File: config.mk
export PLATFORM = sky130hd
export DESIGN_NAME = mwc_regs
export DESIGN_NICKNAME = d
export VERILOG_FILES = /design/src/pkg/mwc_pkg.sv /design/src/hdl/mwc_regs.sv /design/src/hdl/mwc_filter_store.sv /design/src/hdl/mwc_phy_index.sv
export SDC_FILE = /design/constraint.sdc
export NUM_CORES = 1
export LEC_CHECK = 0
export ABC_AREA = 1
export BUFFER_PORTS_ARGS = -buffer_cell sky130_fd_sc_hd__buf_4
export CAP_MARGIN = 20
export CORE_ASPECT_RATIO = 0.9
export CORE_MARGIN = 2
export CORE_UTILIZATION = 49
export CTS_CLUSTER_DIAMETER = 50
export DETAILED_ROUTE_END_ITERATION = 10
export HOLD_SLACK_MARGIN = 0.03
export PLACE_DENSITY = 0.7
export SYNTH_ARGS = -nofsm -noshare
export SYNTH_HDL_FRONTEND = slang
export SYNTH_SLANG_ARGS = --single-unit
export TNS_END_PERCENT = 20
File: constraint.sdc
create_clock -name ref_clk -period 29.7 [get_ports ref_clk]
set_clock_uncertainty 0.2 [all_clocks]
set_input_delay 8.91 -clock ref_clk [delete_from_list [all_inputs] [get_ports ref_clk]]
set_output_delay 8.91 -clock ref_clk [all_outputs]
set_load 0.01 [all_outputs]
File: src/pkg/mwc_pkg.sv
// Purpose: shared constants and types for the wakeup and checksum register block
// Assumes: 8-bit byte addresses, 32-bit register words
// Notes: mgmt access/data offsets and phy reset values are local choices
package mwc_pkg;
   localparam int ADDR_W = 8;
   localparam int DATA_W = 32;

   // register byte offsets
   localparam logic [7:0] FILTER_OFS = 8'ha8;
   localparam logic [7:0] WAKE_OFS = 8'hac;
   localparam logic [7:0] OFFLOAD_OFS = 8'hb0;
   localparam logic [7:0] MGMT_ACCESS_OFS = 8'hb4;
   localparam logic [7:0] MGMT_DATA_OFS = 8'hb8;

   // filter store
   localparam int FILTER_WORDS = 8;
   localparam int PTR_W = 3;
   localparam logic [PTR_W-1:0] PTR_LAST = 3'h7;
   localparam logic [PTR_W-1:0] PTR_RST = 3'h0;
   localparam logic [31:0] FILTER_RST = 32'h0000_0000;

   // wakeup control and status fields
   localparam int UNICAST_EN_BIT = 9;
   localparam int WFR_BIT = 6;
   localparam int WPR_BIT = 5;
   localparam int WFE_BIT = 2;
   localparam int WPE_BIT = 1;
   localparam logic [31:0] WAKE_READ_MASK = 32'h0000_0266;

   // checksum offload fields
   localparam int TXEN_BIT = 16;
   localparam int RXMODE_BIT = 1;
   localparam int RXEN_BIT = 0;
   localparam logic [31:0] OFFLOAD_READ_MASK = 32'h0001_0003;

   // management access register fields
   localparam int MGMT_IDX_LSB = 6;
   localparam int MGMT_WRITE_BIT = 1;
   localparam logic [31:0] MGMT_ACCESS_MASK = 32'h0000_07c2;
   localparam logic [31:0] MGMT_ACCESS_RST = 32'h0000_0000;
   localparam logic [15:0] MGMT_DATA_RST = 16'h0000;

   // phy register map, indexed 0..31
   localparam int PHY_IDX_W = 5;
   localparam int PHY_REGS = 32;
   localparam logic [31:0] PHY_MAP = 32'he806_007f;
   localparam logic [31:0] PHY_KEPT_MASK = 32'h0004_0000;
   localparam logic [4:0] PHY_BCR_IDX = 5'h00;
   localparam int PHY_SOFT_RESET_BIT = 15;
   localparam logic [15:0] PHY_BCR_RST = 16'h3000;
   localparam logic [15:0] PHY_REG_RST = 16'h0000;

   typedef struct packed {
      logic [ADDR_W-1:0] addr;
      logic [DATA_W-1:0] wdata;
      logic wr;
      logic rd;
   } mwc_bus_req_t;

   typedef struct packed {
      logic tx_checksum_enable;
      logic rx_checksum_start_mode;
      logic rx_checksum_enable;
   } mwc_offload_t;

   typedef struct packed {
      logic global_unicast_wake_enable;
      logic wake_frame_enable;
      logic wake_packet_enable;
   } mwc_wake_t;

   typedef logic [FILTER_WORDS-1:0][DATA_W-1:0] mwc_filter_bank_t;
endpackage

File: src/hdl/mwc_regs.sv
// Purpose: wakeup filter, wakeup control/status and checksum offload registers
// Assumes: event inputs come from logic on ref_clk, so they are not synchronised
// Notes: phy registers are never on the bus, only behind the management pair
`timescale 1ns/1ps
module mwc_regs (
   input wire logic ref_clk,
   input wire logic reset,
   input mwc_pkg::mwc_bus_req_t bus_req,
   output logic [mwc_pkg::DATA_W-1:0] rdata,
   input wire logic power_save,
   input wire logic rx_frame_done,
   input wire logic rx_dest_addr_bit0,
   input wire logic wake_frame_event,
   input wire logic wake_packet_event,
   output mwc_pkg::mwc_wake_t wake_ctrl,
   output logic wake_request,
   output mwc_pkg::mwc_filter_bank_t filter_words,
   output mwc_pkg::mwc_offload_t offload_ctrl,
   output logic [15:0] phy_control,
   output logic phy_soft_reset
);
   import mwc_pkg::*;

   // decoded strobes
   logic filter_wr;
   logic filter_rd;
   logic wake_wr;
   logic offload_wr;
   logic access_wr;

   // register state
   logic global_unicast_wake_enable_reg;
   logic wake_frame_enable_reg;
   logic wake_packet_enable_reg;
   logic wake_frame_received_reg;
   logic wake_packet_received_reg;
   logic wake_request_reg;
   logic tx_checksum_enable_reg;
   logic rx_checksum_start_mode_reg;
   logic rx_checksum_enable_reg;
   logic [PHY_IDX_W-1:0] mgmt_index_reg;
   logic mgmt_write_reg;
   logic [15:0] mgmt_data_reg;
   logic [DATA_W-1:0] rdata_reg;
   logic [DATA_W-1:0] rdata_next;

   // event terms
   logic frame_set;
   logic packet_set;
   logic unicast_hit;
   logic frame_clear;
   logic packet_clear;

   // sub-block wires
   logic [DATA_W-1:0] filter_rd_word;
   logic [PTR_W-1:0] filter_wr_ptr;
   logic [PTR_W-1:0] filter_rd_ptr;
   logic [PHY_IDX_W-1:0] phy_index;
   logic phy_wr;
   logic [15:0] phy_rdata;

   always_comb begin
      filter_wr = 1'b0;
      filter_rd = 1'b0;
      wake_wr = 1'b0;
      offload_wr = 1'b0;
      access_wr = 1'b0;
      if (bus_req.addr == FILTER_OFS) begin
         filter_wr = bus_req.wr;
         filter_rd = bus_req.rd;
      end else if (bus_req.addr == WAKE_OFS) begin
         wake_wr = bus_req.wr;
      end else if (bus_req.addr == OFFLOAD_OFS) begin
         offload_wr = bus_req.wr;
      end else if (bus_req.addr == MGMT_ACCESS_OFS) begin
         access_wr = bus_req.wr;
      end
   end

   mwc_filter_store u_filter (
      .ref_clk(ref_clk),
      .reset(reset),
      .wr_en(filter_wr),
      .wdata(bus_req.wdata),
      .rd_en(filter_rd),
      .rd_word(filter_rd_word),
      .filter_words(filter_words),
      .wr_ptr(filter_wr_ptr),
      .rd_ptr(filter_rd_ptr)
   );

   // wakeup control bits, only the documented positions are stored
   always_ff @(posedge ref_clk or posedge reset) begin
      if (reset) begin
         global_unicast_wake_enable_reg <= 1'b0;
         wake_frame_enable_reg <= 1'b0;
         wake_packet_enable_reg <= 1'b0;
      end else if (wake_wr) begin
         global_unicast_wake_enable_reg <= bus_req.wdata[UNICAST_EN_BIT];
         wake_frame_enable_reg <= bus_req.wdata[WFE_BIT];
         wake_packet_enable_reg <= bus_req.wdata[WPE_BIT];
      end
   end

   // detection is gated by the enables so a stale flag never appears
   assign frame_set = wake_frame_event && wake_frame_enable_reg;
   assign packet_set = wake_packet_event && wake_packet_enable_reg;
   assign unicast_hit = rx_frame_done && !rx_dest_addr_bit0 && global_unicast_wake_enable_reg;
   assign frame_clear = wake_wr && bus_req.wdata[WFR_BIT];
   assign packet_clear = wake_wr && bus_req.wdata[WPR_BIT];

   // set wins over a clear in the same cycle
   always_ff @(posedge ref_clk or posedge reset) begin
      if (reset) begin
         wake_frame_received_reg <= 1'b0;
      end else begin
         wake_frame_received_reg <= frame_set
            || (wake_frame_received_reg && !frame_clear);
      end
   end

   always_ff @(posedge ref_clk or posedge reset) begin
      if (reset) begin
         wake_packet_received_reg <= 1'b0;
      end else begin
         wake_packet_received_reg <= packet_set
            || (wake_packet_received_reg && !packet_clear);
      end
   end

   // wake request is a one-cycle pulse, only meaningful while power saving
   always_ff @(posedge ref_clk or posedge reset) begin
      if (reset) begin
         wake_request_reg <= 1'b0;
      end else begin
         wake_request_reg <= power_save && (unicast_hit || frame_set || packet_set);
      end
   end

   // offload controls; safe-change timing is left to software
   always_ff @(posedge ref_clk or posedge reset) begin
      if (reset) begin
         tx_checksum_enable_reg <= 1'b0;
         rx_checksum_start_mode_reg <= 1'b0;
         rx_checksum_enable_reg <= 1'b0;
      end else if (offload_wr) begin
         tx_checksum_enable_reg <= bus_req.wdata[TXEN_BIT];
         rx_checksum_start_mode_reg <= bus_req.wdata[RXMODE_BIT];
         rx_checksum_enable_reg <= bus_req.wdata[RXEN_BIT];
      end
   end

   // management access: writing the access register launches the phy cycle
   always_ff @(posedge ref_clk or posedge reset) begin
      if (reset) begin
         mgmt_index_reg <= MGMT_ACCESS_RST[MGMT_IDX_LSB +: PHY_IDX_W];
         mgmt_write_reg <= MGMT_ACCESS_RST[MGMT_WRITE_BIT];
      end else if (access_wr) begin
         mgmt_index_reg <= bus_req.wdata[MGMT_IDX_LSB +: PHY_IDX_W];
         mgmt_write_reg <= bus_req.wdata[MGMT_WRITE_BIT];
      end
   end

   // a read access loads the data register; a bus write preloads it
   always_ff @(posedge ref_clk or posedge reset) begin
      if (reset) begin
         mgmt_data_reg <= MGMT_DATA_RST;
      end else if (bus_req.wr && bus_req.addr == MGMT_DATA_OFS) begin
         mgmt_data_reg <= bus_req.wdata[15:0];
      end else if (access_wr && !bus_req.wdata[MGMT_WRITE_BIT]) begin
         mgmt_data_reg <= phy_rdata;
      end
   end

   assign phy_index = bus_req.wdata[MGMT_IDX_LSB +: PHY_IDX_W];
   assign phy_wr = access_wr && bus_req.wdata[MGMT_WRITE_BIT];

   mwc_phy_index u_phy (
      .ref_clk(ref_clk),
      .reset(reset),
      .wr_en(phy_wr),
      .index(phy_index),
      .wdata(mgmt_data_reg),
      .rdata(phy_rdata),
      .phy_control(phy_control),
      .soft_reset_pulse(phy_soft_reset)
   );

   // read mux; reserved and unmapped read as zero
   always_comb begin
      rdata_next = '0;
      if (bus_req.rd) begin
         if (bus_req.addr == FILTER_OFS) begin
            rdata_next = filter_rd_word;
         end else if (bus_req.addr == WAKE_OFS) begin
            rdata_next[UNICAST_EN_BIT] = global_unicast_wake_enable_reg;
            rdata_next[WFR_BIT] = wake_frame_received_reg;
            rdata_next[WPR_BIT] = wake_packet_received_reg;
            rdata_next[WFE_BIT] = wake_frame_enable_reg;
            rdata_next[WPE_BIT] = wake_packet_enable_reg;
         end else if (bus_req.addr == OFFLOAD_OFS) begin
            rdata_next[TXEN_BIT] = tx_checksum_enable_reg;
            rdata_next[RXMODE_BIT] = rx_checksum_start_mode_reg;
            rdata_next[RXEN_BIT] = rx_checksum_enable_reg;
         end else if (bus_req.addr == MGMT_ACCESS_OFS) begin
            rdata_next[MGMT_IDX_LSB +: PHY_IDX_W] = mgmt_index_reg;
            rdata_next[MGMT_WRITE_BIT] = mgmt_write_reg;
         end else if (bus_req.addr == MGMT_DATA_OFS) begin
            rdata_next[15:0] = mgmt_data_reg;
         end
      end
   end

   // data stands only in the cycle after the read strobe
   always_ff @(posedge ref_clk or posedge reset) begin
      if (reset) begin
         rdata_reg <= '0;
      end else begin
         rdata_reg <= rdata_next;
      end
   end

   assign rdata = rdata_reg;
   assign wake_request = wake_request_reg;
   assign wake_ctrl.global_unicast_wake_enable = global_unicast_wake_enable_reg;
   assign wake_ctrl.wake_frame_enable = wake_frame_enable_reg;
   assign wake_ctrl.wake_packet_enable = wake_packet_enable_reg;
   assign offload_ctrl.tx_checksum_enable = tx_checksum_enable_reg;
   assign offload_ctrl.rx_checksum_start_mode = rx_checksum_start_mode_reg;
   assign offload_ctrl.rx_checksum_enable = rx_checksum_enable_reg;
endmodule

File: src/hdl/mwc_filter_store.sv
// Purpose: eight-word wakeup filter store behind one register window
// Assumes: write and read strobes are one cycle each
// Notes: separate read and write pointers, both wrap after the last word
`timescale 1ns/1ps
module mwc_filter_store (
   input wire logic ref_clk,
   input wire logic reset,
   input wire logic wr_en,
   input wire logic [mwc_pkg::DATA_W-1:0] wdata,
   input wire logic rd_en,
   output logic [mwc_pkg::DATA_W-1:0] rd_word,
   output mwc_pkg::mwc_filter_bank_t filter_words,
   output logic [mwc_pkg::PTR_W-1:0] wr_ptr,
   output logic [mwc_pkg::PTR_W-1:0] rd_ptr
);
   import mwc_pkg::*;

   logic [PTR_W-1:0] wr_ptr_reg;
   logic [PTR_W-1:0] rd_ptr_reg;

   // pointer wraps naturally at 3 bits
   always_ff @(posedge ref_clk or posedge reset) begin
      if (reset) begin
         wr_ptr_reg <= PTR_RST;
      end else if (wr_en) begin
         wr_ptr_reg <= wr_ptr_reg + 3'h1;
      end
   end

   always_ff @(posedge ref_clk or posedge reset) begin
      if (reset) begin
         rd_ptr_reg <= PTR_RST;
      end else if (rd_en) begin
         rd_ptr_reg <= rd_ptr_reg + 3'h1;
      end
   end

   genvar i;
   generate
      for (i = 0; i < FILTER_WORDS; i = i + 1) begin : g_word
         always_ff @(posedge ref_clk or posedge reset) begin
            if (reset) begin
               filter_words[i] <= FILTER_RST;
            end else if (wr_en && wr_ptr_reg == PTR_W'(i)) begin
               filter_words[i] <= wdata;
            end
         end
      end
   endgenerate

   assign rd_word = filter_words[rd_ptr_reg];
   assign wr_ptr = wr_ptr_reg;
   assign rd_ptr = rd_ptr_reg;
endmodule

File: src/hdl/mwc_phy_index.sv
// Purpose: phy register set reached only by a 5-bit index
// Assumes: one access per cycle from the management registers
// Notes: soft reset takes effect the cycle after the bit is written
`timescale 1ns/1ps
module mwc_phy_index (
   input wire logic ref_clk,
   input wire logic reset,
   input wire logic wr_en,
   input wire logic [mwc_pkg::PHY_IDX_W-1:0] index,
   input wire logic [15:0] wdata,
   output logic [15:0] rdata,
   output logic [15:0] phy_control,
   output logic soft_reset_pulse
);
   import mwc_pkg::*;

   logic [PHY_REGS-1:0][15:0] store_reg;
   logic soft_reset_reg;

   always_ff @(posedge ref_clk or posedge reset) begin
      if (reset) begin
         soft_reset_reg <= 1'b0;
      end else begin
         soft_reset_reg <= wr_en && index == PHY_BCR_IDX && wdata[PHY_SOFT_RESET_BIT];
      end
   end

   genvar i;
   generate
      for (i = 0; i < PHY_REGS; i = i + 1) begin : g_reg
         localparam logic [15:0] RST_VAL = (i == 0) ? PHY_BCR_RST : PHY_REG_RST;
         if (PHY_MAP[i]) begin : g_mapped
            always_ff @(posedge ref_clk or posedge reset) begin
               if (reset) begin
                  store_reg[i] <= RST_VAL;
               end else if (soft_reset_reg && !PHY_KEPT_MASK[i]) begin
                  store_reg[i] <= RST_VAL;
               end else if (wr_en && index == PHY_IDX_W'(i)) begin
                  store_reg[i] <= wdata;
               end
            end
         end else begin : g_hole
            assign store_reg[i] = 16'h0000;
         end
      end
   endgenerate

   assign rdata = store_reg[index];
   assign phy_control = store_reg[0];
   assign soft_reset_pulse = soft_reset_reg;
endmodule

==> run_results.csv <==
group,metric,value,unit
synth,synth_edf_count,0,
synth,synth_seq_cells,534,
setup_path,max_stage_delay,0.78,ns
drt,drc,0,
setup_path,setup.worst_path.start_class,"input pin",
die,ioPinCount,361,
clock_network,cts_buffers,60,
place,place_congestion,0.949,
synth,synth_compound_area_share,9.98,%
synth,syn_area,25000,um2
synth,async_flop_share,100,%
synth,synth_fa_ha_area_share,0.350,%
drt,dr.pass1.iters,6,
synth,seq_area_frac_synth,53.4,%
synth,synth.distinct_cells,36,
finish,layout-drive-gt1-share,16.4,%
timing,setup_violations,0,
die,die_x,242,um
clock_network,tritoncts,"done",
finish,diodes,0,
timing,report.final.slew_viol_count,0,
timing,period_share,39.6,%
synth,synth.avg_cell_area,7.90,um2
setup_path,crit_slowest_cell,"nor2_1",
synth,synthMuxAreaShare,0.0400,%
setup_path,cp.arrival,12.14,ns
finish,area_growth,20.3,%
finish,layout.nets,3445,
clock_network,clkTransAtPathRegs,0.06,ns
die,row_count,78,
synth,yosys.area_share.simple,30.0,%
drt,wl_per_cell,22.2,um
die,core_area,50500,um2
die,initial_core_util,49.6,%
drt,routed-via-count,24246,
place,dp.final_hpwl,59600,um
timing,fin_tns_setup,0,ns
timing,fmax,84.9,MHz
grt,antenna_found_initial,0,
pwr,power.density,55.3,nW/um2
synth,ys.warnings.count,0,
drt,wirelength,91600,um
drt,drtAntennaViolNets,0,
timing,finalWorstSetupSlack,17.93,ns
setup_path,path_cells,"buf_4, inv_1, nand2_1, nor2_1, inv_2, nor2_1, nand2_1, nand2_2, o21ai_1, nand2_1",
finish,final_area,30100,um2
flow_run,max_cap_violations,0,
clock_network,cts_root_buffer,"clkbuf_16",
synth,yosys-top-cells-area,"dfrtp_1 53%, nand2_1 16%, nand3_1 10%",
setup_path,crit_top_cell,"nand2_1",
synth,synth_top_family_by_area,"simple AND/OR/NAND/NOR gates",
drt,viasPerCell,5.88,
synth,synthFlopType,"dfrtp_1",
timing,rsz0062_at_grt,"no",
synth,yosys-top-cells-count,"1,055 x nand2_1, 532 x dfrtp_1, 500 x nand3_1, 239 x o21ai_1, 184 x nor2_1",
timing,relSlewSlack,28.0,%
timing,tightest_slew,1.08,ns
clock_network,cts_sinks,534,
setup_path,crit_fanout,17,
clock_network,hold_buffers,0,
clock_network,clock_path_buffers,3,
die,dieHeight,218,um
timing,finalHoldViolations,0,
grt,grt_pass1_wl,139000,um
grt,grt_max_degree,117,
setup_path,crit_type,"input pin to flip-flop",
grt,grt_pass1_vias,22409,
clock_network,clkLatencyLatePin,0.64,ns
clock_network,cts_setup_buffers,0,
synth,synth_top_area_share,53.2,%
setup_path,endpoint_kind,"flip-flop",
setup_path,crit_required,30.06,ns
finish,fin_util,59.7,%
finish,fill_cells,4478,
drt,drt_iter0_markers,3145,
timing,min_period,11.77,ns
min_path,hp-class,"flip-flop to flip-flop",
synth,syn_inst,3170,
synth,synth_xor_area_share,0.105,%
place,port_buffers,360,
outcome,status,"finished, final reports clean",
synth,syn_nets,3226,
clock_network,h-tree-depth,2,
finish,largest_reg_flops,256,
synth,yosysMostFrequentCell,"nand2_1",
place,post_dp_cell_area,27800,um2
die,dieArea,52900,um2
grt,overflow,0,
grt,grtUsageTotal,34.1,%
place,place_ws,16.97,ns
synth,yosysTopAreaCell,"dfrtp_1",
clock_network,cts_resized,0,
pwr,power_leakage,15.6,nW
pwr,worst_ir_drop_vdd,0.0000440,V
[path summary, 6_finish.rpt]
| kind | startpoint | end | slack, ns | cells after the start |
|---|---|---|---|---|
| worst max-delay path | bus_req[10] | u_phy.phy_control[12]$_DFFE_PP1P_ | 17.93 | 10 |
| worst min-delay path | mgmt_index_reg[3]$_DFFE_PP0P_ | mgmt_index_reg[3]$_DFFE_PP0P_ | 0.29 | 2 |
| worst max register to register | u_filter.rd_ptr[0]$_DFFE_PP0P_ | rdata[16]$_DFF_PP0_ | 26.23 | 6 |
| worst min register to register | mgmt_index_reg[3]$_DFFE_PP0P_ | mgmt_index_reg[3]$_DFFE_PP0P_ | 0.29 | 2 |
| max in group asynchronous | reset | u_phy.store_reg[282]$_DFFE_PP0P_ | 18.08 | 6 |
| min in group asynchronous | reset | u_filter.filter_words[20]$_DFFE_PP0P_ | 8.21 | 2 |
[cells in the final DEF, fill, tap and decap left out, types with 8 or more instances in the layout]
master	Yosys	routed
a31oi_1	15	15
o21ai_1	239	239
nor2_1	184	181
bufinv_16	0	11
inv_1	99	95
a21oi_1	54	54
clkinv_2	0	9
nand3_1	500	500
clkbuf_16	0	60
inv_2	12	13
o22ai_1	11	11
a211oi_1	8	8
buf_4	23	399
a22oi_1	10	10
clkbuf_8	0	16
dfrtp_1	532	530
o21ai_0	145	145
nand4_1	11	11
nand2_1	1055	1055
nor2_2	10	13
[power breakdown]
part	internal (W)	leakage, nW	switching, W
sequential	0.000733	7.41	0.00000841
clock	0.000507	1.09	0.000317
combinational	0.0000244	7.06	0.0000749
[cell families after synthesis]
group,Yosys count
AO/OA/AOI/OAI,483
XOR/XNOR,3
adder cells (fa/ha/maj),7
buffers and inverters,360
flip-flops,534
multiplexers,1
AND/OR/NAND/NOR,1782
[layout make-up]
type / instances / area [um2] / share of cell area (%)
Tap cell: 680 / 851 / 2.83
Timing Repair Buffer: 403 / 3070 / 10.2
Multi-Input combinational cell: 2276 / 10100 / 33.7
Clock buffer: 81 / 1740 / 5.78
Inverter: 114 / 440 / 1.46
Clock inverter: 32 / 484 / 1.61
Sequential cell: 534 / 13400 / 44.4
[stage by stage]
| step | hold WS (ns) | power (W) | std cells |
|---|---|---|---|
| floorplan | 0.242 | 0.000812 | 3170 |
| global placement | 0.267 | 0.000850 | 4002 |
| detailed placement | 0.270 | 0.000852 | 4005 |
| CTS | 0.287 | 0.00167 | 4118 |
| global route | 0.305 | 0.00171 | 4120 |
| finish | 0.291 | 0.00166 | 4120 |
[per-layer routing]
| layer | vias to the layer above | part of all wire (%) | track usage, % |
|---|---|---|---|
| li1 | 10813 | - | - |
| met1 | 11698 | 40 | 47.2 |
| met2 | 1504 | 44 | 50.8 |
| met3 | 231 | 11 | 8.30 |
| met4 | 0 | 5.1 | 15.8 |
| met5 | - | 0 | 0 |
[critical path, delay by kind of cell]
| kind | cells | cell delay, ns |
|---|---|---|
| and+or+nand+nor | 6 | 2.40 |
| AOI/OAI and AO/OA | 1 | 0.14 |
| buffers and inverters | 3 | 0.66 |
No activity file was read; power rests on OpenSTA's default activity.
